$ cat config.mk
export PLATFORM = sky130hd
export DESIGN_NAME = plrfm_top
export DESIGN_NICKNAME = d
export VERILOG_FILES = /design/src/plrfm_fan_tach.v /design/src/plrfm_top.v
export VERILOG_INCLUDE_DIRS = /design/src /design/src/src
export SDC_FILE = /design/constraint.sdc
export NUM_CORES = 1
export LEC_CHECK = 0
export BUFFER_PORTS_ARGS = -buffer_cell sky130_fd_sc_hd__buf_4
export CORE_MARGIN = 2
export CORE_UTILIZATION = 65
export CTS_BUF_LIST = sky130_fd_sc_hd__clkbuf_8
export CTS_CLUSTER_SIZE = 8
export DETAILED_ROUTE_END_ITERATION = 12
export PLACE_DENSITY = 0.87
export SLEW_MARGIN = 20
export SYNTH_ARGS = -nofsm -noshare
export SYNTH_HDL_FRONTEND = slang
export SYNTH_SLANG_ARGS = --single-unit
$ cat constraint.sdc
create_clock -name sys_clk -period 29.6 [get_ports sys_clk]
set_input_delay 2.96 -clock sys_clk [delete_from_list [all_inputs] [get_ports sys_clk]]
set_output_delay 2.96 -clock sys_clk [all_outputs]
set_load 0.01 [all_outputs]
$ cat src/plrfm_regs.vh
/*
 * constants of the power loss recovery and fan monitor block: policy codes,
 * watchdog stage actions and timing counts at a 250 MHz sys_clk.
 * assumes it is included by bare name from the design files.
 */
`ifndef PLRFM_REGS_VH
`define PLRFM_REGS_VH

// ============================================================
// clock and timing
`define PLRFM_CLK_MHZ          250
`define PLRFM_WINDOW_SEC       30
// 7.5e9 cycles does not fit 32 bits, so the product is formed at 64 bits
`define PLRFM_WINDOW_CYC       (`PLRFM_WINDOW_SEC * `PLRFM_CLK_MHZ * 64'd1000000)
`define PLRFM_GATE_MS          1000
`define PLRFM_GATE_CYC         (`PLRFM_GATE_MS * `PLRFM_CLK_MHZ * 1000)
`define PLRFM_PULSES_PER_REV   2
`define PLRFM_SEC_PER_MIN      60

// ============================================================
// recovery policy codes
`define PLRFM_POL_TURN_ON      2'h0
`define PLRFM_POL_REMAIN_OFF   2'h1
`define PLRFM_POL_LAST_STATE   2'h2

// ============================================================
// watchdog stage actions (no nmi code exists)
`define PLRFM_WD_ACT_DISABLED  2'h0
`define PLRFM_WD_ACT_EVENT     2'h1
`define PLRFM_WD_ACT_RESET     2'h2
`define PLRFM_WD_ACT_PWRBTN    2'h3

// ============================================================
// reset values
`define PLRFM_RST_PWM_DUTY     8'h80
`define PLRFM_RST_LAST_STATE   1'b0

`endif

$ cat src/plrfm_fan_tach.v
/*
 * fan speed monitor: counts rising edges of the tach input over a gate
 * interval and reports revolutions per minute.
 * assumes fan_speed_sense_in is synchronous to sys_clk.
 */
`include "plrfm_regs.vh"

module plrfm_fan_tach #(
    parameter GATE_CYC = `PLRFM_GATE_CYC
) (
    input  wire        sys_clk,
    input  wire        sys_rst,
    input  wire        clk_en,
    input  wire        fan_speed_sense_in,
    output reg  [15:0] fan_rpm,
    output reg         rpm_valid
);

    reg [31:0] gate_cnt;
    reg [15:0] edge_cnt;
    reg        tach_prev;
    wire       tach_rise = fan_speed_sense_in & ~tach_prev;
    wire [15:0] edge_total = edge_cnt + {15'h0000, tach_rise};
    // rpm = edges / pulses per rev * (60 s / gate seconds)
    wire [31:0] rpm_full = ({16'h0000, edge_total} * `PLRFM_SEC_PER_MIN * 1000)
                           / (`PLRFM_PULSES_PER_REV * `PLRFM_GATE_MS);

    always @(posedge sys_clk) begin
        if (sys_rst) begin
            gate_cnt  <= 32'h0000_0000;
            edge_cnt  <= 16'h0000;
            tach_prev <= 1'b0;
            fan_rpm   <= 16'h0000;
            rpm_valid <= 1'b0;
        end else if (clk_en) begin
            tach_prev <= fan_speed_sense_in;
            if (gate_cnt == GATE_CYC - 1) begin
                gate_cnt  <= 32'h0000_0000;
                edge_cnt  <= 16'h0000;
                fan_rpm   <= rpm_full[15:0];
                rpm_valid <= 1'b1;
            end else begin
                gate_cnt <= gate_cnt + 32'h0000_0001;
                if (tach_rise && edge_cnt != 16'hFFFF) begin
                    edge_cnt <= edge_cnt + 16'h0001;
                end
            end
        end
    end

endmodule // plrfm_fan_tach

$ cat src/plrfm_top.v
/*
 * power loss recovery, fan drive and multi-stage watchdog of the board
 * controller.
 * assumes all inputs are synchronous to sys_clk and sys_rst is power-on reset.
 */
// Functional notes
// - after shutdown or power loss, standby rail is sampled continuously
// - standby good for full 30 s window means orderly switch-off
// - standby lost inside 30 s window means mains power loss
// - three recovery policies on standby return: turn on, remain off, last state
// - last state policy restores on/off state held before loss
// - the 30 s window runs only under last state policy
// - loss within 30 s of shutdown may record prior state as on
// - without a standby rail the policy has no effect
// - fan speed set by pwm output duty cycle
// - fan gives two tach pulses per revolution, counted for rpm
// - software-triggered multi-stage watchdog, no nmi stage action
`include "plrfm_regs.vh"

module plrfm_top #(
    parameter WINDOW_CYC = `PLRFM_WINDOW_CYC,
    parameter GATE_CYC   = `PLRFM_GATE_CYC
) (
    input  wire        sys_clk,
    input  wire        sys_rst,
    input  wire        clk_en,
    input  wire        standby_good,
    input  wire        standby_supported,
    input  wire        system_on,
    input  wire [1:0]  recovery_policy,
    input  wire [7:0]  fan_duty,
    input  wire        fan_speed_sense_in,
    input  wire        wd_enable,
    input  wire        wd_trigger,
    input  wire [31:0] wd_stage1_cyc,
    input  wire [31:0] wd_stage2_cyc,
    input  wire [1:0]  wd_stage1_act,
    input  wire [1:0]  wd_stage2_act,
    output reg         power_on_req,
    output reg         mains_loss_seen,
    output reg         orderly_off_seen,
    output reg         last_state_on,
    output reg         fan_speed_drive_out,
    output reg  [15:0] fan_rpm,
    output reg         rpm_valid,
    output reg         wd_event,
    output reg         wd_reset_req,
    output reg         wd_pwrbtn_req,
    output reg  [1:0]  wd_stage
);

    // ============================================================
    // power loss classification
    localparam ST_RUN    = 2'h0;
    localparam ST_WATCH  = 2'h1;
    localparam ST_OFF    = 2'h2;
    localparam ST_LOST   = 2'h3;

    reg [1:0]  pl_state;
    reg [32:0] win_cnt;
    reg        sys_on_prev;
    reg        stby_prev;

    always @(posedge sys_clk) begin
        if (sys_rst) begin
            pl_state         <= ST_OFF;
            win_cnt          <= 33'h0_0000_0000;
            sys_on_prev      <= 1'b0;
            stby_prev        <= 1'b0;
            power_on_req     <= 1'b0;
            mains_loss_seen  <= 1'b0;
            orderly_off_seen <= 1'b0;
            last_state_on    <= `PLRFM_RST_LAST_STATE;
        end else if (clk_en) begin
            sys_on_prev  <= system_on;
            stby_prev    <= standby_good;
            power_on_req <= 1'b0;
            case (pl_state)
                ST_RUN: begin
                    // the running state is what last state restores
                    last_state_on <= 1'b1;
                    if (!standby_good) begin
                        pl_state        <= ST_LOST;
                        mains_loss_seen <= 1'b1;
                    end else if (sys_on_prev && !system_on) begin
                        orderly_off_seen <= 1'b0;
                        mains_loss_seen  <= 1'b0;
                        win_cnt          <= 33'h0_0000_0000;
                        if (recovery_policy == `PLRFM_POL_LAST_STATE) begin
                            pl_state <= ST_WATCH;
                        end else begin
                            pl_state         <= ST_OFF;
                            orderly_off_seen <= 1'b1;
                        end
                    end
                end
                ST_WATCH: begin
                    // last state still reads on during the window
                    if (!standby_good) begin
                        pl_state        <= ST_LOST;
                        mains_loss_seen <= 1'b1;
                    end else if (system_on) begin
                        // power back on inside the window: no off verdict
                        pl_state <= ST_RUN;
                    end else if (win_cnt == WINDOW_CYC - 1) begin
                        pl_state         <= ST_OFF;
                        orderly_off_seen <= 1'b1;
                        last_state_on    <= 1'b0;
                    end else begin
                        win_cnt <= win_cnt + 33'h0_0000_0001;
                    end
                end
                ST_OFF: begin
                    if (!standby_good) begin
                        pl_state        <= ST_LOST;
                        mains_loss_seen <= 1'b1;
                    end else if (system_on) begin
                        pl_state <= ST_RUN;
                    end
                end
                default: begin
                    // standby returns after a mains loss
                    if (standby_good && !stby_prev && standby_supported) begin
                        if (recovery_policy == `PLRFM_POL_TURN_ON) begin
                            power_on_req <= 1'b1;
                        end else if (recovery_policy == `PLRFM_POL_LAST_STATE) begin
                            power_on_req <= last_state_on;
                        end
                        pl_state <= ST_OFF;
                    end else if (standby_good && !standby_supported) begin
                        pl_state <= ST_OFF;
                    end
                end
            endcase
        end
    end

    // ============================================================
    // fan pwm
    reg [7:0] pwm_cnt;

    always @(posedge sys_clk) begin
        if (sys_rst) begin
            pwm_cnt             <= 8'h00;
            fan_speed_drive_out <= 1'b0;
        end else if (clk_en) begin
            pwm_cnt             <= pwm_cnt + 8'h01;
            fan_speed_drive_out <= (pwm_cnt < fan_duty);
        end
    end

    // ============================================================
    // fan speed monitor
    wire [15:0] tach_rpm;
    wire        tach_valid;

    plrfm_fan_tach #(
        .GATE_CYC (GATE_CYC)
    ) u_tach (
        .sys_clk            (sys_clk),
        .sys_rst            (sys_rst),
        .clk_en             (clk_en),
        .fan_speed_sense_in (fan_speed_sense_in),
        .fan_rpm            (tach_rpm),
        .rpm_valid          (tach_valid)
    );

    always @(posedge sys_clk) begin
        if (sys_rst) begin
            fan_rpm   <= 16'h0000;
            rpm_valid <= 1'b0;
        end else if (clk_en) begin
            fan_rpm   <= tach_rpm;
            rpm_valid <= tach_valid;
        end
    end

    // ============================================================
    // multi-stage watchdog
    reg [31:0] wd_cnt;
    reg [1:0]  act_now;
    wire [31:0] stage_lim = (wd_stage == 2'h1) ? wd_stage1_cyc : wd_stage2_cyc;

    always @* begin
        act_now = (wd_stage == 2'h1) ? wd_stage1_act : wd_stage2_act;
    end

    always @(posedge sys_clk) begin
        if (sys_rst) begin
            wd_cnt        <= 32'h0000_0000;
            wd_stage      <= 2'h0;
            wd_event      <= 1'b0;
            wd_reset_req  <= 1'b0;
            wd_pwrbtn_req <= 1'b0;
        end else if (clk_en) begin
            wd_event      <= 1'b0;
            wd_reset_req  <= 1'b0;
            wd_pwrbtn_req <= 1'b0;
            if (!wd_enable) begin
                wd_stage <= 2'h0;
                wd_cnt   <= 32'h0000_0000;
            end else if (wd_trigger || wd_stage == 2'h0) begin
                wd_stage <= 2'h1;
                wd_cnt   <= 32'h0000_0000;
            end else if (wd_stage != 2'h3) begin
                if (wd_cnt >= stage_lim) begin
                    wd_cnt   <= 32'h0000_0000;
                    wd_stage <= wd_stage + 2'h1;
                    // only event, reset and power button actions exist
                    if (act_now == `PLRFM_WD_ACT_EVENT) begin
                        wd_event <= 1'b1;
                    end else if (act_now == `PLRFM_WD_ACT_RESET) begin
                        wd_reset_req <= 1'b1;
                    end else if (act_now == `PLRFM_WD_ACT_PWRBTN) begin
                        wd_pwrbtn_req <= 1'b1;
                    end
                end else begin
                    wd_cnt <= wd_cnt + 32'h0000_0001;
                end
            end
        end
    end

endmodule // plrfm_top

* After elaboration in Yosys (flattened, before gate mapping)
Index checks and enable logic that the tools add are counted.
** Word-level totals
- Input port bits :: 87
- Logic and storage cells :: 153
- Output and inout port bits :: 27
- Register bits :: 170
** Operators by class
- Reductions and logical operators :: 27
- Divide/modulo/power cells :: 1
- $add $sub $neg :: 7
- Multipliers :: 2
- Bitwise gates (word level) :: 2
- Equality and inequality tests :: 23
- Order comparisons :: 2
- Mux-type cells :: 67
** Operators with widths (number)
- $mux 32 :: 6
- $mux 33 :: 5
- $pmux 33 s2 :: 1
- $add 32x1->32 const B :: 2
- $mux 1 :: 34
- $add 33x1->33 const B :: 1
- $eq 33x33->1 const B :: 1
- $div 32x11->32 const B :: 1
- $eq 32x28->1 const B :: 1
- $ge 32x32->1 :: 1
- $mux 16 :: 2
- $mux 2 :: 15
- $mul 20x7->27 const B :: 1
- $mul 16x4->20 const B :: 1
- $add 16x1->16 :: 1
- $add 16x1->16 const B :: 1
- $ne 16x16->1 const B :: 1
- $ne 2x2->1 const B :: 8
- $reduce_and 7->1 :: 2
- $reduce_and 5->1 :: 2
- $add 8x1->8 const B :: 1
- $eq 2x2->1 const B :: 4
- $lt 8x8->1 :: 1
- $eq 2x1->1 const B :: 3
- 19 further kinds :: 35

* Depth between registers and ports, before layout
Gate-level depths: netlist of the first run.
- Word-level depth :: 10
- Mapped depth :: 102
- Depth with buffers taken out :: 92

* Cells and area by module
From an unflattened synthesis of the first run, not the netlist that was laid out.
** Second synthesis, totals
- Cells, all modules :: 2539
- Area total of the unflattened synthesis :: 20373.3 um^2
** By module, submodules not included
- plrfm_fan_tach :: seq. area each 1321.3 um^2, instances 1, area each 14508.9 um^2, cells each 1863
- plrfm_top :: seq. area each 2082.0 um^2, instances 1, area each 5864.4 um^2, cells each 676

* Worst setup path after synthesis of the first run
OpenSTA, ideal clock, no wires.
- Path kind :: input port to flip-flop
- From :: input fan_speed_sense_in
- To :: register u_tach.fan_rpm[0]
- Buffers on the path :: 7
- Required time :: 29.468 ns
- Slack :: 4.448 ns
- Library setup time :: 0.132 ns
- Stages :: 92
- Data arrival time :: 25.021 ns
- Path through :: nor2b_1 > ha_1 > ha_1 > xor2_1 > fa_1 > inv_1 > fa_1 > inv_1 > ha_1 > a21o_1 > a21oi_1 > o21bai_1 > a21oi_1 > o21bai_1 > a21oi_1 > o21bai_1 > a21oi_1 > o21bai_1 > [... 56 more ...] > o31ai_1 > a221oi_1 > o21ai_1 > a22oi_4 > mux2_2 > or2_4 > a31oi_4 > o2111ai_1 > xor2_1 > o31a_2 > xnor2_2 > inv_2 > ha_1 > o211ai_1 > a2111oi_0 > nor4b_1 > nor3_1 > a211oi_1
** Between the ends
- Longest elaborated chain between the ends :: 5
** RTL lines
- start, declared :: line plrfm_top.v:32 : input wire fan_speed_sense_in,
- $and 1x1->1 :: line plrfm_fan_tach.v:22 : wire tach_rise = fan_speed_sense_in & ~tach_prev;
- $add 16x1->16 :: line plrfm_fan_tach.v:23 : wire [15:0] edge_total = edge_cnt + {15'h0000, tach_rise};
- $mul 16x4->20 (no line)
- $mul 20x7->27 :: line plrfm_fan_tach.v:25 : wire [31:0] rpm_full = ({16'h0000, edge_total} * `PLRFM_SEC_PER_MIN * 1000)
- $div 32x11->32 :: line plrfm_fan_tach.v:25
- end signal, assigned :: line plrfm_fan_tach.v:40 : fan_rpm <= rpm_full[15:0];
- end, declared :: line plrfm_fan_tach.v:15 : output reg [15:0] fan_rpm,
No other way between the ends.
A chain may end at the register's enable or synchronous reset.

* Worst setup path in the final report of the first run
Ends and elaborated chain as after synthesis.

==> results_dict.tcl, run 1 <==
set metrics [dict create \
    holdBufCountCts 0 \
    grt_overflow 0 \
    drt_iter0_drc 1429 \
    finalCritPeriodShare 0.940 \
    critical-path-max-stage-delay_ps 660 \
    r2r_end "u_tach.fan_rpm[0]" \
    root_buffer "clkbuf_8" \
    n_antenna_cell 0 \
    ant_nets 0 \
    maxCapViolations 0 \
    synthArstFlopShare 0 \
    final_common_cell "nor2_1" \
    final.setup_skew_ps 22.8 \
    top_layer_used "met4" \
    tightest_slew_ps 1060 \
    final_cell_mix "nor2_1 (282), inv_1 (202), nand2_1 (187)" \
    syn_inst 2531 \
    die_h_um 180 \
    cts_sinks 170 \
    dieArea_sq_um 32400 \
    synth.distinct_cells 127 \
    critPathRequiredTime_ps 29930 \
    grt_pass1_vias 18500 \
    path_max_fanout 11 \
    holdCritStartpoint "wd_reset_req" \
    drt_wl_total_mm 49.7 \
    drv_slew 0 \
    clockBufferDepth 2 \
    slew_headroom 0.284 \
    dr_total_vias 19100 \
    synth_fp_nets 2854 \
    clk_pin_slew_ps 90 \
    yosysSeqAreaShare 0.169 \
    gp_congestion 0.933 \
    syn_avg_cell_area_sq_um 7.96 \
    hold_path_class "reg2reg" \
    holdPathStages 2 \
    start_util 0.659 \
    worstSetupStartpointType "primary input" \
    synth_ff_type "dfxtp_1" \
    ys_warn_count 0 \
    htree_num_levels 4 \
    grt_pass1_wl_mm 84.4 \
    min_period_ps 27810 \
    io_pins 114 \
    fin_util 0.710 \
    synth-seq-cells 170 \
    antenna_found_initial 0 \
    port_buffers 113 \
    dpl.hpwl_mm 39.4 \
    met1_length_mm 21.7 \
    cpMostUsedCell "a21oi_1" \
    endpoint_kind "flip-flop" \
    clock_latency_ps 480 \
    core_area_sq_um 30600 \
    synth_edf_count 0 \
    setup_viol 0 \
    status "complete, no violations" \
    final-hold-violation-count 0 \
    drc_errors 0 \
    n_fill_cell 2367 \
    routed_via_density 6.35 \
    cts_buffers 17 \
    slowest_stage "a2111oi_1" \
    r2r-start "u_tach.tach_prev" \
    wl_met2_mm 24.3 \
    grt_usage 0.299 \
    holdPathEnd "wd_reset_req" \
    arrival_ps 28150 \
    post_drt_wl_per_cell_um 16.6 \
    wl_met3_mm 2.73 \
    grt_start_max_net_pins 68 \
    die_width_um 180 \
    nets 2916 \
    path_class "in2reg" \
    reg2regPathDepth 88 \
    layout-area-overhead-vs-synth_pct 7.87 \
    netlist_area_sq_um 20100 \
    drive_gt1_frac 0.108 \
    r2r_slack_ps 4040 \
    cts_tree "done" \
    rows 64 \
    fmax_mhz 36.0 \
    dr.pass1.iters 6 \
]
## area by class of cell
type,count,area (sq um),share of cell area
clock buffer,17,234,0.0108
clock inverter,15,180,0.00829
inverter,203,762,0.0351
multi-input combinational,2075,15700,0.723
sequential,170,3400,0.157
tap,396,495,0.0228
timing repair buffer,126,946,0.0435
## through the flow
step | hold slack [ps] | std cells | area, sq um | setup slack [ps] | setup TNS, ps
finish | 479 | 3002 | 21700 | 1790 | 0
global route | 497 | 3002 | 21700 | -10.5 | -10.5
CTS | 481 | 2999 | 21600 | 1300 | 0
detailed placement | 461 | 2967 | 21200 | 819 | 0
global placement | 450 | 2967 | 21200 | 1700 | 0
floorplan | 437 | 2531 | 20100 | 4450 | 0
## cell families (layout without fill, tap and decap cells)
logic type      count (synthesis)  count (layout)  synth area share
compound gates                593             593             0.217
xor+xnor                      219             219            0.0963
fa+ha+maj                     240             240             0.183
buf+inv                       286             361            0.0561
flops                         170             170             0.169
mux                           102             102            0.0520
simple gates                  921             921             0.226
## synth_stat cells (11+ instances only)
cell type,instances,area [sq um]
xor2_1,107,937
mux2i_1,89,891
or3_1,33,206
o21ai_0,77,385
inv_1,202,758
nand2_1,187,702
o21bai_1,20,150
nor4_1,20,125
nor3_1,53,265
o31ai_1,11,82.6
a211oi_1,25,188
and2_1,23,144
buf_2,24,120
o211ai_1,23,173
nand2b_1,29,181
clkbuf_1,52,195
a31oi_1,23,144
and3_1,40,250
nand4_1,51,319
dfxtp_1,170,3400
nor2_1,282,1060
o21ai_1,17,85.1
ha_1,143,1790
a21o_1,31,233
xnor2_1,109,955
nor2b_1,21,131
a211o_1,14,123
nand3_1,95,475
a21oi_1,162,811
fa_1,93,1860
or2_2,16,100
## metal layers
metal	up-vias	GRT usage
met4	0	0.0987
met5	-	0
met2	660	0.516
met1	9116	0.392
li1	9181	-
met3	108	0.0340
## repair_timing
item | 4_1_cts | 5_1_grt
buffers inserted | 0 | 3
gates resized for setup | 0 | 15
setup endpoints to repair | 0 | 2
## critical path: cells and delay by family
| kind | cells | cell delay, ps |
|---|---|---|
| simple gates | 20 | 6160 |
| xor+xnor | 4 | 1220 |
| fa+ha+maj | 11 | 4220 |
| buf+inv | 6 | 460 |
| compound gates | 43 | 11190 |
| mux | 5 | 1930 |
## worst max-delay path by stage
stage,slack (ps),endpoint,start
4_1_cts,1300,u_tach.fan_rpm[0],fan_speed_sense_in
2_1_floorplan,4450,u_tach.fan_rpm[0],fan_speed_sense_in
5_1_grt,-10,u_tach.fan_rpm[0],fan_speed_sense_in
3_5_place_dp,820,u_tach.fan_rpm[0],fan_speed_sense_in
6_report,1790,u_tach.fan_rpm[0],fan_speed_sense_in
3_3_place_gp,1700,u_tach.fan_rpm[0],fan_speed_sense_in
## sequential cells by signal (all words and copies together) (netlist names)
name	flops
win_cnt	33
u_tach.gate_cnt	32
wd_cnt	32
fan_rpm	16
u_tach.edge_cnt	16
u_tach.fan_rpm	16
pwm_cnt	8
pl_state	2
wd_stage	2
fan_speed_drive_out	1
last_state_on	1
mains_loss_seen	1
orderly_off_seen	1
power_on_req	1
rpm_valid	1
stby_prev	1
sys_on_prev	1
u_tach.rpm_valid	1
u_tach.tach_prev	1
wd_event	1
wd_pwrbtn_req	1
wd_reset_req	1
Power of run 1 is left out: the tool's default activity adds up to more than one toggle a clock period on the data nets, which glitch-free logic cannot reach.
==> inputs of run 2 (changes only) <==
--- a/config.mk
+++ b/config.mk
@@ -6,13 +6,14 @@
 export SDC_FILE = /design/constraint.sdc
 export NUM_CORES = 1
 export LEC_CHECK = 0
+export ABC_AREA = 1
 export BUFFER_PORTS_ARGS = -buffer_cell sky130_fd_sc_hd__buf_4
 export CORE_MARGIN = 2
-export CORE_UTILIZATION = 65
+export CORE_UTILIZATION = 60
 export CTS_BUF_LIST = sky130_fd_sc_hd__clkbuf_8
 export CTS_CLUSTER_SIZE = 8
 export DETAILED_ROUTE_END_ITERATION = 12
-export PLACE_DENSITY = 0.87
+export PLACE_DENSITY = 0.82
 export SLEW_MARGIN = 20
 export SYNTH_ARGS = -nofsm -noshare
 export SYNTH_HDL_FRONTEND = slang
==> run 2 against run 1 <==
Effect of this change:
- hold slack worse by 15 ps
- sequential share of layout area up 0.26 points
- first-iteration DRC count down 20%
- via count down 0.57%
- count of clock-buffer cells in the layout up 1
- worst setup slack better by 4800 ps
- critical path depth up 59
- final cell count up 18%
- clock skew up 4.0 ps
- wire length down 8.4%
- critical endpoint unchanged
==> results_dict.tcl, run 2 <==
set metrics [dict create \
    grt_pass1_wl_mm 77.5 \
    core_area_sq_um 32500 \
    synth_ff_type "dfxtp_1" \
    final.setup_skew_ps 26.8 \
    final_common_cell "nand2_1" \
    regMostFlops "win_cnt" \
    yosys-top-cells-area "dfxtp_1 (17%), nand2_1 (13%), inv_1 (9.8%)" \
    routed_via_density 5.35 \
    drc_errors 0 \
    slowest_stage "fa_1" \
    synthArstFlopShare 0 \
    cts_buffers 17 \
    grt_start_max_net_pins 52 \
    cpMostUsedCell "nand2_1" \
    root_buffer "clkbuf_8" \
    synth-seq-cells 170 \
    synth_fp_nets 3308 \
    cts_setup_buffers 0 \
    syn_avg_cell_area_sq_um 6.60 \
    status "complete, no violations" \
    antenna_found_initial 0 \
    final-hold-violation-count 0 \
    fmax_mhz 43.5 \
    reg_top3 "win_cnt (33), u_tach.gate_cnt (32), wd_cnt (32)" \
    post-place-ws_ps 6280 \
    endpoint_kind "flip-flop" \
    grt_overflow 0 \
    fin_util 0.659 \
    dieArea_sq_um 34300 \
    drive_gt1_frac 0.133 \
    netlist_area_sq_um 19700 \
    synth_common_cells "nand2_1 (658), inv_1 (512), nor2_1 (283)" \
    arrival_ps 23330 \
    min_period_ps 22970 \
    path_max_fanout 12 \
    dr.pass1.iters 7 \
    clock_latency_ps 460 \
    final.setup.worst_slack_ps 6630 \
    worstSetupStartpointType "primary input" \
    tightest_slew_ps 1080 \
    yosysSeqAreaShare 0.173 \
    n_antenna_cell 0 \
    clk_pin_slew_ps 100 \
    setup_viol 0 \
    grt_pass1_vias 17800 \
    reg2regPathDepth 146 \
    htree_num_levels 4 \
    yosys.cell_count.top_type "nand2_1" \
    n_fill_cell 2855 \
    start_util 0.607 \
    cts_resized 0 \
    maxCapViolations 0 \
    rows 66 \
    critPathRequiredTime_ps 29960 \
    hold_path_class "reg2reg" \
    critical-path-max-stage-delay_ps 580 \
    io_pins 114 \
    slew_headroom 0.282 \
    finalCritPeriodShare 0.776 \
    largest_reg_flops 33 \
    final_cell_mix "nand2_1 (658), inv_1 (515), nor2_1 (283)" \
    synth.distinct_cells 69 \
    holdPathStages 2 \
    yosysTopAreaCell "dfxtp_1" \
    setup_tns_ps 0 \
    ys_warn_count 0 \
    ant_nets 0 \
    port_buffers 113 \
    dr_total_vias 19000 \
    post_drt_wl_per_cell_um 12.8 \
    die_width_um 185 \
    cts_tree "done" \
    synth_top_area_share 0.173 \
    synth_edf_count 0 \
    nets 3414 \
    drt_wl_total_mm 45.5 \
    grt_usage 0.268 \
    holdBufCountCts 0 \
    syn_inst 2985 \
    rsz0062_at_grt "no" \
    dpl.hpwl_mm 37.5 \
    cts_sinks 170 \
    die_h_um 185 \
    drv_slew 0 \
    clockBufferDepth 2 \
    gp_congestion 0.948 \
    layout-area-overhead-vs-synth_pct 8.54 \
    path_class "in2reg" \
    drt_iter0_drc 1147 \
]
run 2: cell count changes after synthesis, sizes merged, moves of 29 or more:
| cell | previous run | this run |
|---|---|---|
| or3 | 33 | 0 |
| nand3 | 97 | 219 |
| xnor2 | 111 | 19 |
| nand2 | 189 | 739 |
| o21ai | 96 | 150 |
| a21oi | 169 | 140 |
| mux2i | 90 | 32 |
| nand2b | 29 | 0 |
| and3 | 41 | 1 |
| inv | 203 | 580 |
| nor2 | 286 | 326 |
run 2: logic make-up (layout without fill, tap and decap cells):
family,count (synthesis),in the layout,synth area share
mux,34,34,0.0174
flops,170,170,0.173
buf+inv,619,738,0.119
compound gates,392,392,0.120
simple gates,1432,1432,0.340
xor+xnor,102,102,0.0454
fa+ha+maj,236,236,0.185
run 2: path summary, 6_finish.rpt:
| path | start | to | slack [ps] |
|---|---|---|---|
| worst min register to register | u_tach.fan_rpm[1] | u_tach.fan_rpm[1] | 460 |
| worst min-delay path | u_tach.fan_rpm[1] | u_tach.fan_rpm[1] | 460 |
| worst max-delay path | fan_speed_sense_in | u_tach.fan_rpm[0] | 6630 |
| worst max register to register | u_tach.tach_prev | u_tach.fan_rpm[0] | 8920 |
run 2: layout make-up:
| type | instances | area (sq um) | area share |
|---|---|---|---|
| Multi-Input combinational cell | 2196 | 14000 | 0.653 |
| Clock inverter | 14 | 123 | 0.00574 |
| Inverter | 588 | 2210 | 0.104 |
| Timing Repair Buffer | 118 | 886 | 0.0414 |
| Sequential cell | 170 | 3400 | 0.159 |
| Tap cell | 442 | 553 | 0.0259 |
| Clock buffer | 18 | 248 | 0.0116 |
run 2: through the flow:
step                      std cells  hold WS, ps  instance area [sq um]
after global placement         3514          442                  21000
after detailed placement       3514          451                  21000
after global routing           3546          487                  21400
final                          3546          464                  21400
after floorplan                2985          426                  19700
after CTS                      3546          469                  21400
run 2: per-layer routing:
layer  vias up  share of wire  track usage
met5         -              0            0
met4         0          0.019       0.0717
met3        77          0.054       0.0319
met2       521           0.48        0.483
met1      8659           0.45        0.337
li1       9699              -            -
run 2: worst max-delay path, delay by kind of cell:
family          cells  cell delay (ps)
simple gates      100            11430
fa+ha+maj          11             4230
compound gates     14             2310
buf+inv            20             1540
xor+xnor            3              840
Power of run 2 is left out for the same reason.
